$ cat src/core/pss_pkg.sv
// package: constants and carriers of the supply supervisor and sequencer
package pss_pkg;
    // ------------------------------------------------------------------
    // channels and clocking
    // ------------------------------------------------------------------
    localparam int NUM_CHAN = 6;      // hv buck 1/2, lv buck 1/2, ldo 1/2
    localparam int NUM_BUCK = 4;      // channels 0..3 are bucks
    localparam int NUM_HV = 2;        // channels 0..1 face hv_supply_inputs
    localparam int CH_HV2 = 1;        // second high-voltage regulator
    localparam int CLK_HZ = 50_000_000;
    // ------------------------------------------------------------------
    // times in their own units and derived cycle counts
    // ------------------------------------------------------------------
    localparam int POR_DELAY_MS = 100;
    localparam int POR_DELAY_CYC = CLK_HZ / 1000 * POR_DELAY_MS;
    localparam int SW_FREQ_KHZ = 1200;
    localparam int SW_CYC = CLK_HZ / 1000 / SW_FREQ_KHZ; // rounds down
    localparam int SS_STEP_US = 10;
    localparam int SS_STEP_CYC = CLK_HZ / 1_000_000 * SS_STEP_US;
    localparam int SEQ_US = 50;
    localparam int SEQ_CYC = CLK_HZ / 1_000_000 * SEQ_US;
    localparam int PFM_DIV = 4;       // light-load cycle skipping ratio
    localparam int POR_CW = 23;
    localparam int SEQ_CW = 12;
    localparam int SS_CW = 9;
    localparam int SW_CW = 6;
    localparam int PFM_CW = 3;
    localparam int STEP_W = 3;
    localparam logic [STEP_W-1:0] STEP_MAX = 3'h7; // full current limit
    // ------------------------------------------------------------------
    // sequencer states, gray along reset -> power-up -> active
    // ------------------------------------------------------------------
    typedef enum logic [1:0] {
        SEQ_RESET = 2'h0,
        SEQ_POWERUP = 2'h1,
        SEQ_ACTIVE = 2'h3
    } pss_seq_t;
    // comparator and pin levels, all asynchronous to clk
    typedef struct packed {
        logic [NUM_CHAN-1:0] supplyOk;     // above undervoltage_protect
        logic [NUM_CHAN-1:0] chanEnable;   // bit 1 is hv_reg2_enable
        logic [NUM_HV-1:0] supplyOver;     // overvoltage_protect trips
        logic overTemp;
        logic hvReg2OutputGood;            // hv_reg2_output above 91 %
        logic [NUM_BUCK-1:0] lightLoad;
        logic [NUM_BUCK-1:0] currentTrip;  // peak limit comparator
        logic [NUM_BUCK-1:0] shortDetect;
        logic [NUM_BUCK-1:0] currentLow;   // inductor current decayed
        logic lnbSupplyOk;
        logic lnbBoostEnable;
        logic lnbLevelSelect;
    } pss_in_t;
    // regulator controls
    typedef struct packed {
        logic [NUM_CHAN-1:0] chanRun;
        logic [NUM_CHAN-1:0][STEP_W-1:0] limitStep;
        logic [NUM_BUCK-1:0] highSide;
        logic [NUM_BUCK-1:0] lowSide;
        logic [NUM_BUCK-1:0] pulseFrequencyOperation;
        logic lnbRun;
        logic lnbHighLevel;
    } pss_out_t;
endpackage

$ cat src/core/pss_supervisor_sequencer.sv
// module: supply supervisor, fault sequencer and host power-on reset
`timescale 1ns/1ps
module pss_supervisor_sequencer #(
    parameter int PorDelayCyc = pss_pkg::POR_DELAY_CYC
) (
    // clock and reset
    input wire logic clk,
    input wire logic rst,
    // comparator and pin levels
    input wire pss_pkg::pss_in_t pinIn,
    // regulator controls
    output pss_pkg::pss_out_t ctrlOut,
    // open-drain host reset pin
    output logic porOut,
    output logic porOe,
    // status
    output pss_pkg::pss_seq_t seqState
);
    import pss_pkg::*;

    // ------------------------------------------------------------------
    // state
    // ------------------------------------------------------------------
    typedef struct packed {
        pss_in_t syncA;
        pss_in_t syncB;
        pss_seq_t seq;
        logic [SEQ_CW-1:0] seqCnt;
        logic [NUM_CHAN-1:0][SS_CW-1:0] ssCnt;
        logic [SW_CW-1:0] swCnt;
        logic [PFM_CW-1:0] pfmCnt;
        logic [NUM_BUCK-1:0] shortHold;
        logic [POR_CW-1:0] porCnt;
        logic porRelease;
        pss_out_t out;
    } pss_state_t;

    pss_state_t st_r;
    pss_state_t st_nxt;
    pss_in_t s;
    logic fault;
    logic swTick;
    logic pfmTick;
    logic [NUM_CHAN-1:0] chanGo;

    // ------------------------------------------------------------------
    // helpers
    // ------------------------------------------------------------------
    // a counter sits on the last count of a period of the given length
    function automatic logic atLast(input logic [31:0] cnt, input int len);
        return cnt == 32'(len - 1);
    endfunction

    // pins are asynchronous; reading stage one would risk metastable values
    // synchronised view; only the second stage is read
    assign s = st_r.syncB;

    // over-temperature or any hv overvoltage holds the reset state
    assign fault = s.overTemp | (|s.supplyOver);

    // hysteresis lives in the analog comparators; levels are taken as is
    // each channel needs its own supply and enable, and an active device
    assign chanGo = (st_r.seq == SEQ_ACTIVE) ? (s.supplyOk & s.chanEnable)
                                             : '0;

    // switching period edge and light-load divided edge
    // the period rounds down, so the rate sits slightly above nominal
    assign swTick = atLast(32'(st_r.swCnt), SW_CYC);
    assign pfmTick = swTick && (st_r.pfmCnt == '0);

    // ------------------------------------------------------------------
    // next-state logic
    // ------------------------------------------------------------------
    always_comb begin
        st_nxt = st_r;
        st_nxt.syncA = pinIn;
        st_nxt.syncB = st_r.syncA;

        // --------------------------------------------------------------
        // free-running switching timebase
        // --------------------------------------------------------------
        st_nxt.swCnt = swTick ? '0 : st_r.swCnt + SW_CW'(1);
        if (swTick) begin
            st_nxt.pfmCnt = atLast(32'(st_r.pfmCnt), PFM_DIV) ? '0
                            : st_r.pfmCnt + PFM_CW'(1);
        end

        // --------------------------------------------------------------
        // sequencer
        // --------------------------------------------------------------
        case (st_r.seq)
            SEQ_RESET: begin
                st_nxt.seqCnt = '0;
                if (!fault) begin
                    st_nxt.seq = SEQ_POWERUP;
                end
            end
            SEQ_POWERUP: begin
                if (atLast(32'(st_r.seqCnt), SEQ_CYC)) begin
                    st_nxt.seq = SEQ_ACTIVE;
                end else begin
                    st_nxt.seqCnt = st_r.seqCnt + SEQ_CW'(1);
                end
            end
            SEQ_ACTIVE: begin
                st_nxt.seqCnt = '0;
            end
            default: begin
                st_nxt.seq = SEQ_RESET;
            end
        endcase

        // --------------------------------------------------------------
        // soft start
        // --------------------------------------------------------------
        // per-channel soft start; a stopped channel restarts from step 0
        for (int i = 0; i < NUM_CHAN; i++) begin
            st_nxt.out.chanRun[i] = chanGo[i];
            if (!chanGo[i]) begin
                st_nxt.ssCnt[i] = '0;
                st_nxt.out.limitStep[i] = '0;
            end else if (st_r.out.limitStep[i] != STEP_MAX) begin
                if (atLast(32'(st_r.ssCnt[i]), SS_STEP_CYC)) begin
                    st_nxt.ssCnt[i] = '0;
                    st_nxt.out.limitStep[i] =
                        st_r.out.limitStep[i] + STEP_W'(1);
                end else begin
                    st_nxt.ssCnt[i] = st_r.ssCnt[i] + SS_CW'(1);
                end
            end
        end

        // --------------------------------------------------------------
        // buck switch control
        // --------------------------------------------------------------
        for (int b = 0; b < NUM_BUCK; b++) begin
            st_nxt.out.pulseFrequencyOperation[b] = s.lightLoad[b];
            // short: high side stays off until the inductor current decays
            if (!chanGo[b] || s.currentLow[b]) begin
                st_nxt.shortHold[b] = 1'b0;
            end
            if (chanGo[b] && s.shortDetect[b]) begin
                st_nxt.shortHold[b] = 1'b1;
            end
            if (!chanGo[b] || st_nxt.shortHold[b] || s.currentTrip[b]) begin
                st_nxt.out.highSide[b] = 1'b0;
            end else if (s.lightLoad[b] ? pfmTick : swTick) begin
                st_nxt.out.highSide[b] = 1'b1;
            end
            st_nxt.out.lowSide[b] = chanGo[b] & ~st_nxt.out.highSide[b];
        end

        // --------------------------------------------------------------
        // boost
        // --------------------------------------------------------------
        // boost output level follows the select pin while enabled
        st_nxt.out.lnbRun = (st_r.seq == SEQ_ACTIVE) & s.lnbSupplyOk
                            & s.lnbBoostEnable;
        st_nxt.out.lnbHighLevel = st_nxt.out.lnbRun & s.lnbLevelSelect;

        // --------------------------------------------------------------
        // host reset timer
        // --------------------------------------------------------------
        // host reset release timer; any loss restarts it from zero
        if (!s.chanEnable[CH_HV2] || !s.hvReg2OutputGood
            || !chanGo[CH_HV2]) begin
            st_nxt.porCnt = '0;
            st_nxt.porRelease = 1'b0;
        end else if (atLast(32'(st_r.porCnt), PorDelayCyc)) begin
            st_nxt.porRelease = 1'b1;
        end else begin
            st_nxt.porCnt = st_r.porCnt + POR_CW'(1);
        end

        // --------------------------------------------------------------
        // fault
        // --------------------------------------------------------------
        // clearing on every fault cycle, not only on entry, means even a
        // one-cycle fault leaves nothing behind for the next start-up
        // a fault wipes everything except the synchronisers and the switching timebase
        if (fault) begin
            st_nxt.seq = SEQ_RESET;
            st_nxt.seqCnt = '0;
            st_nxt.ssCnt = '0;
            st_nxt.shortHold = '0;
            st_nxt.porCnt = '0;
            st_nxt.porRelease = 1'b0;
            st_nxt.out = '0;
        end
    end

    // ------------------------------------------------------------------
    // state register
    // ------------------------------------------------------------------
    // the asynchronous branch loads only constants; all-zero state is the
    // reset sequencer state with the host reset pin pulled low
    always_ff @(posedge clk or posedge rst) begin
        if (rst) begin
            st_r <= '0;
        end else begin
            st_r <= st_nxt;
        end
    end

    // ------------------------------------------------------------------
    // outputs
    // ------------------------------------------------------------------
    // enable dropping bypasses the timer flop so the pin falls at once;
    // the trade is a combinational pin enable behind the synchroniser
    assign porOe = ~st_r.porRelease | ~s.chanEnable[CH_HV2];
    assign porOut = 1'b0;
    assign ctrlOut = st_r.out;
    assign seqState = st_r.seq;
endmodule // pss_supervisor_sequencer

$ cat config.mk
export PLATFORM = sky130hd
export DESIGN_NAME = pss_supervisor_sequencer
export DESIGN_NICKNAME = d
export VERILOG_FILES = /design/src/core/pss_pkg.sv /design/src/core/pss_supervisor_sequencer.sv
export SDC_FILE = /design/constraint.sdc
export NUM_CORES = 1
export LEC_CHECK = 0
export ABC_AREA = 1
export BUFFER_PORTS_ARGS = -buffer_cell sky130_fd_sc_hd__buf_2
export CORE_ASPECT_RATIO = 0.8
export CORE_MARGIN = 4
export CORE_UTILIZATION = 30
export CTS_CLUSTER_DIAMETER = 150
export DETAILED_ROUTE_END_ITERATION = 10
export SLEW_MARGIN = 25
export SYNTH_ARGS = -nofsm -noshare
export SYNTH_HDL_FRONTEND = slang
export SYNTH_SLANG_ARGS = --single-unit
$ cat constraint.sdc
create_clock -name clk -period 8.6 [get_ports clk]
set_input_delay 0.86 -clock clk [delete_from_list [all_inputs] [get_ports clk]]
set_output_delay 0.86 -clock clk [all_outputs]
set_load 0.05 [all_outputs]
==> flow_summary.yaml, run 1 <==
run_status:
  status: "finished, final reports clean"
worst_setup_path:
  r2r_cells: 8
  rrSetupSlack_ns: 6.20
  reg2reg_to: "st_r[56]"
  cp_max_fo: 20
  startpoint_type: "register"
  cp.arrival_ns: 2.83
  criticalPathCategory: "register to register"
  timing.rr.start: "seqState[0]"
  cp-end-kind: "register"
  cp.required_ns: 9.03
clock_tree:
  clk_latency_ns: 0.51
  cts-resized-gates: 0
  cts_hold_buf: 0
  clkSinkCount: 213
  clockBufferDepth: 3
  clk_pin_slew_ns: 0.06
  postCtsSetupRepairBufs: 0
  cts_tree: "yes"
  cts_made_buffers: 23
  root_buffer: "clkbuf_16"
  htreeDepth: 1
pwr:
  p_clk_frac: 0.490
  ir_worst_vdd_v: 0.000162
  p_total_mw: 2.10
  p_leak_nw: 5.27
  p_int_mw: 1.65
  sequentialPowerShare: 0.488
  p_sw_frac: 0.214
  p_comb_frac: 0.021
  power_density_mw_per_mm2: 189
  switchingPower_uw: 450
yosys:
  yosys_register_bits: 213
  yosys.area_share.simple: 0.261
  synth-compound-area-share: 0.0639
  synth_top_cell_area_share: 0.546
  ys_seq_area_frac: 0.546
  muxShareOfSynthArea: 0
  synth_area_leaders: "dfrtp_1 55%, nand2_1 9.6%, nor2_1 5.7%"
  ys_warn_count: 0
  avgSynthCellArea_um2: 8.79
  syn_area_mm2: 0.00977
  synthCells: 1111
  synth_xor_area_frac: 0.00448
  synth-async-reset-ratio: 1.00
  yosysTopAreaCell: "dfrtp_1"
  synth_top_family_by_area: "simple AND/OR/NAND/NOR gates"
  ys.flop_type: "dfrtp_1"
  yosysUniqueCellTypes: 43
  synth_edf_count: 0
  synth_fp_nets: 1175
  synthAdderAreaFrac: 0.0346
routing:
  routedWlPerCell_um: 12.4
  drc: 0
  first_pass_iters: 6
  routed_wirelength_mm: 19.9
  drtIter0Drc: 527
  drtAntennaViolNets: 0
  vias_per_cell: 4.41
  vias: 7046
global_routing:
  grt_pass1_wl_mm: 33.6
  antenna_found_initial: 0
  grt_use_total: 0.113
  grt-ovfl-total: 0
  grt_max_degree: 134
  grt_pass1_vias: 6610
floorplan:
  die_w_um: 210
  dieArea_mm2: 0.0355
  core_area_mm2: 0.0318
  initial_core_util: 0.307
  io_pins: 79
  rows: 58
  die_h_um: 169
job:
  cap_violations: 0
sta:
  min_period_ns: 2.40
  holdWs_ns: 0.343
  rsz0062_at_grt: "no"
  finalHoldViolations: 0
  max_clock_freq_mhz: 416
  post-route-period-util: 0.279
  tns_ns: 0
  setup_viol_count_final: 0
  skew_ns: 0.0143
  worst_pin_slew_ns: 0.903
  slew_violations: 0
  slew_headroom: 0.398
layout:
  drive_gt1_frac: 0.129
  nets: 1224
  syn2layout_area_growth_pct: 13.7
  insertedDiodeCount: 0
hold_path:
  holdCritPathClass: "register to register"
  worstHoldEndpoint: "s[22]"
  min_path_cells: 0
  hp-start: "st_nxt[165]"
placed_design:
  gp_congestion: 0.814
  portBuffers: 77
  dp.final_hpwl_mm: 13.9
[critical path, cell delays in order (launching register included)]
cell     delay [ns]
dfrtp_1        0.42
ha_1           0.24
buf_4          0.25
nand3_4        0.12
nor2_4         0.24
nand2_2        0.16
inv_1          0.49
o21ai_1        0.20
a22oi_1        0.19
[worst max-delay path by stage]
stage	from	to	depth (start not counted)	slack [ns]
after floorplan	rst	ctrlOut[0]	1	1.92
after global placement	rst	st_r[118]	3	5.80
after detailed placement	rst	st_r[118]	3	5.80
after CTS	seqState[0]	st_r[56]	8	6.19
after global routing	seqState[0]	st_r[49]	8	5.92
final	seqState[0]	st_r[56]	8	6.20
[logic make-up after synthesis]
| family | count (synthesis) |
|---|---|
| buf+inv | 184 |
| compound gates | 108 |
| flops | 213 |
| simple gates | 573 |
| other cells | 1 |
| fa+ha+maj | 27 |
| xor+xnor | 5 |
[state kept, by name, indices dropped and copies added (netlist names)]
name,count
seqState,2
st_r,103
s,35
ctrlOut,38
st_nxt,35
[final cells by class]
type	instances	area, um2
Clock buffer	30	642
Clock inverter	11	154
Fill cell	3299	20700
Inverter	129	492
Multi-Input combinational cell	714	3560
Sequential cell	213	5330
Tap cell	420	526
Timing Repair Buffer	79	404
[per-stage QoR]
step                area, um2  worst slack [ns]   util  cells
global placement        10300              5.80  0.324   1555
floorplan                9770              1.92      -   1111
detailed placement      10300              5.80  0.324   1555
finish                  11100              6.20  0.349   1596
CTS                     11100              6.19  0.349   1596
global route            11100              5.92  0.349   1596
[power groups by stage]
stage	sequential, mW	combinational, mW	clock (mW)
floorplan	1.04	0.0292	0
detailed placement	1.04	0.0473	0
CTS	1.03	0.0474	1.07
global placement	1.04	0.0468	0
finish	1.03	0.0449	1.03
global route	1.03	0.0522	1.11
[routing by layer]
layer  part of all wire  vias up  global-route usage
met1               0.51     3279               0.169
met3              0.043       32              0.0220
met2               0.42      119               0.171
met4              0.023        0              0.0261
met5                  0        -                   0
li1                   -     3616                   -
[synth_stat cells, types with 6 or more instances]
| library cell | number |
|---|---|
| a21o_1 | 6 |
| nand4_1 | 27 |
| a21oi_1 | 36 |
| o21bai_1 | 9 |
| ha_1 | 27 |
| nor2_1 | 148 |
| dfrtp_1 | 213 |
| buf_2 | 6 |
| buf_4 | 43 |
| nand2_1 | 250 |
| nor3b_1 | 6 |
| nor3_1 | 33 |
| inv_1 | 126 |
| o21ai_0 | 43 |
| nand3_1 | 72 |
| or2_2 | 6 |
[layout by cell type, fill, tap and decap left out, drive strengths merged, types with 30 or more instances in the layout]
master and instances:
nand2 257, dfrtp 213, nor2 157, inv 129, buf 79, nand3 78, o21ai 49, a21oi 37
nor3 33, clkbuf 30
Note: power is estimated with default switching activity, not from simulation.
==> inputs of run 2 (changes only) <==
==> constraint.sdc (replaced) <==
create_clock -name clk -period 2.4 [get_ports clk]
set_input_delay 0.24 -clock clk [delete_from_list [all_inputs] [get_ports clk]]
set_output_delay 0.24 -clock clk [all_outputs]
set_load 0.05 [all_outputs]
==> flow_summary.yaml, run 2 (same netlist as run 1, synthesis figures left out) <==
worst_setup_path:
  cp.arrival_ns: 2.61
  reg2reg_to: "st_r[56]"
  criticalPathCategory: "register to register"
  rrSetupSlack_ns: 0.24
  cp.required_ns: 2.85
  timing.rr.start: "seqState[1]"
  cp_max_fo: 17
  cp-end-kind: "register"
  startpoint_type: "register"
  r2r_cells: 7
  worstSetupEndpoint: "st_r[56]"
  slowest_stage: "inv_1"
  startpoint: "seqState[1]"
  path_cells: "ha_1 > nand3_4 > nor2_4 > nand2_2 > inv_1 > o21ai_1 > a22oi_1"
  max_stage_delay_ns: 0.42
layout:
  finalNonFillerCells: 1646
  drive_gt1_frac: 0.132
  layout.cells.most_common: "nand2_1"
  layout_common_cells: "250 x nand2_1, 213 x dfrtp_1, 148 x nor2_1"
  syn2layout_area_growth_pct: 18.6
  insertedDiodeCount: 0
  nets: 1272
  largest_reg_flops: 103
  fillers: 3243
  fin_util: 0.365
  top_register: "st_r"
routing:
  drc: 0
  first_pass_iters: 5
  vias: 7304
  drtIter0Drc: 461
  routedWlPerCell_um: 12.7
  vias_per_cell: 4.44
  routed_wirelength_mm: 20.9
  drtAntennaViolNets: 0
pwr:
  ir_worst_vdd_v: 0.000427
  p_leak_nw: 5.49
  power_density_mw_per_mm2: 656
placed_design:
  place_worst_setup_slack_ns: 0.234
  gp_congestion: 0.845
  portBuffers: 77
  placed_cells: 1566
  dp.final_hpwl_mm: 15.0
clock_tree:
  cts_tree: "yes"
  clkSinkCount: 213
  clk_pin_slew_ns: 0.06
  root_buffer: "clkbuf_16"
  clk_latency_ns: 0.54
  htreeDepth: 1
  cts_made_buffers: 24
  clockBufferDepth: 3
sta:
  min_period_ns: 2.16
  worst_pin_slew_ns: 0.679
  fin_ws_ns: 0.236
  slew_violations: 0
  rsz0062_at_grt: "no"
  post-route-period-util: 0.902
  setup_viol_count_final: 0
  finalHoldViolations: 0
  slew_headroom: 0.546
  max_clock_freq_mhz: 462
  skew_ns: 0.0308
global_routing:
  antenna_found_initial: 0
  grt_pass1_wl_mm: 35.1
  grt_max_degree: 61
  grt-ovfl-total: 0
  grt_pass1_vias: 6891
  grt_use_total: 0.119
job:
  cap_violations: 0
floorplan:
  rows: 58
  dieArea_mm2: 0.0355
  initial_core_util: 0.307
  die_w_um: 210
  io_pins: 79
  die_h_um: 169
  core_area_mm2: 0.0318
hold_path:
  holdCritPathClass: "input port to register"
run_status:
  status: "finished, final reports clean"
-- run 2: repair_timing --
item                                   CTS  global route
endpoints found under the hold margin   55             0
resized for setup                        0             0
buffers inserted                         0             0
hold buffers                            36             0
-- run 2: final cells by class --
| type | count | area (um2) | share of cell area |
|---|---|---|---|
| clock buffers | 37 | 709 | 0.0612 |
| repair buffers | 126 | 881 | 0.0760 |
| multi-input cells | 714 | 3560 | 0.307 |
| flip-flops and latches | 213 | 5330 | 0.460 |
| clock inverters | 7 | 100 | 0.00863 |
| well taps | 420 | 526 | 0.0453 |
| inverters | 129 | 488 | 0.0421 |
-- run 2: per-stage QoR --
step | setup TNS (ns) | hold WS [ns] | power, mW | cell area [um2]
2_1_floorplan | -129.97 | 0.271 | 3.84 | 9770
3_3_place_gp | 0 | 0.332 | 3.94 | 10400
3_5_place_dp | 0 | 0.335 | 3.94 | 10400
4_1_cts | 0 | 0.307 | 7.75 | 11600
5_1_grt | 0 | 0.325 | 7.93 | 11600
6_report | 0 | 0.337 | 7.60 | 11600
-- run 2: power breakdown --
group / switching [mW] / internal (mW)
registers: 0.0283 / 3.65
clock network: 1.45 / 2.25
logic: 0.136 / 0.0883
total: 1.61 / 5.99
-- run 2: worst max-delay path: cells and delay by family, from the launching register on --
kind	cells	cell delay, ns
AND/OR/NAND/NOR	3	0.60
adder cells (fa/ha/maj)	1	0.30
flip-flops	1	0.41
buffers and inverters	1	0.42
AO/OA/AOI/OAI	2	0.36
-- run 2: how the worst min path moves through the flow --
stage	end	slack, ns	depth (start not counted)	start
CTS	st_nxt[167]	0.31	2	pinIn[24]
global route	st_nxt[173]	0.32	2	pinIn[30]
global placement	s[7]	0.33	0	st_nxt[150]
detailed placement	s[13]	0.33	0	st_nxt[156]
floorplan	st_nxt[143]	0.27	0	pinIn[0]
finish	st_nxt[173]	0.34	2	pinIn[30]
-- run 2: per-layer routing --
metal,track usage,up-vias,wire length (um)
li1,-,3707,-
met1,0.179,3423,10600
met2,0.177,143,8810
met3,0.0262,31,1120
met4,0.0278,0,385
met5,0,-,0
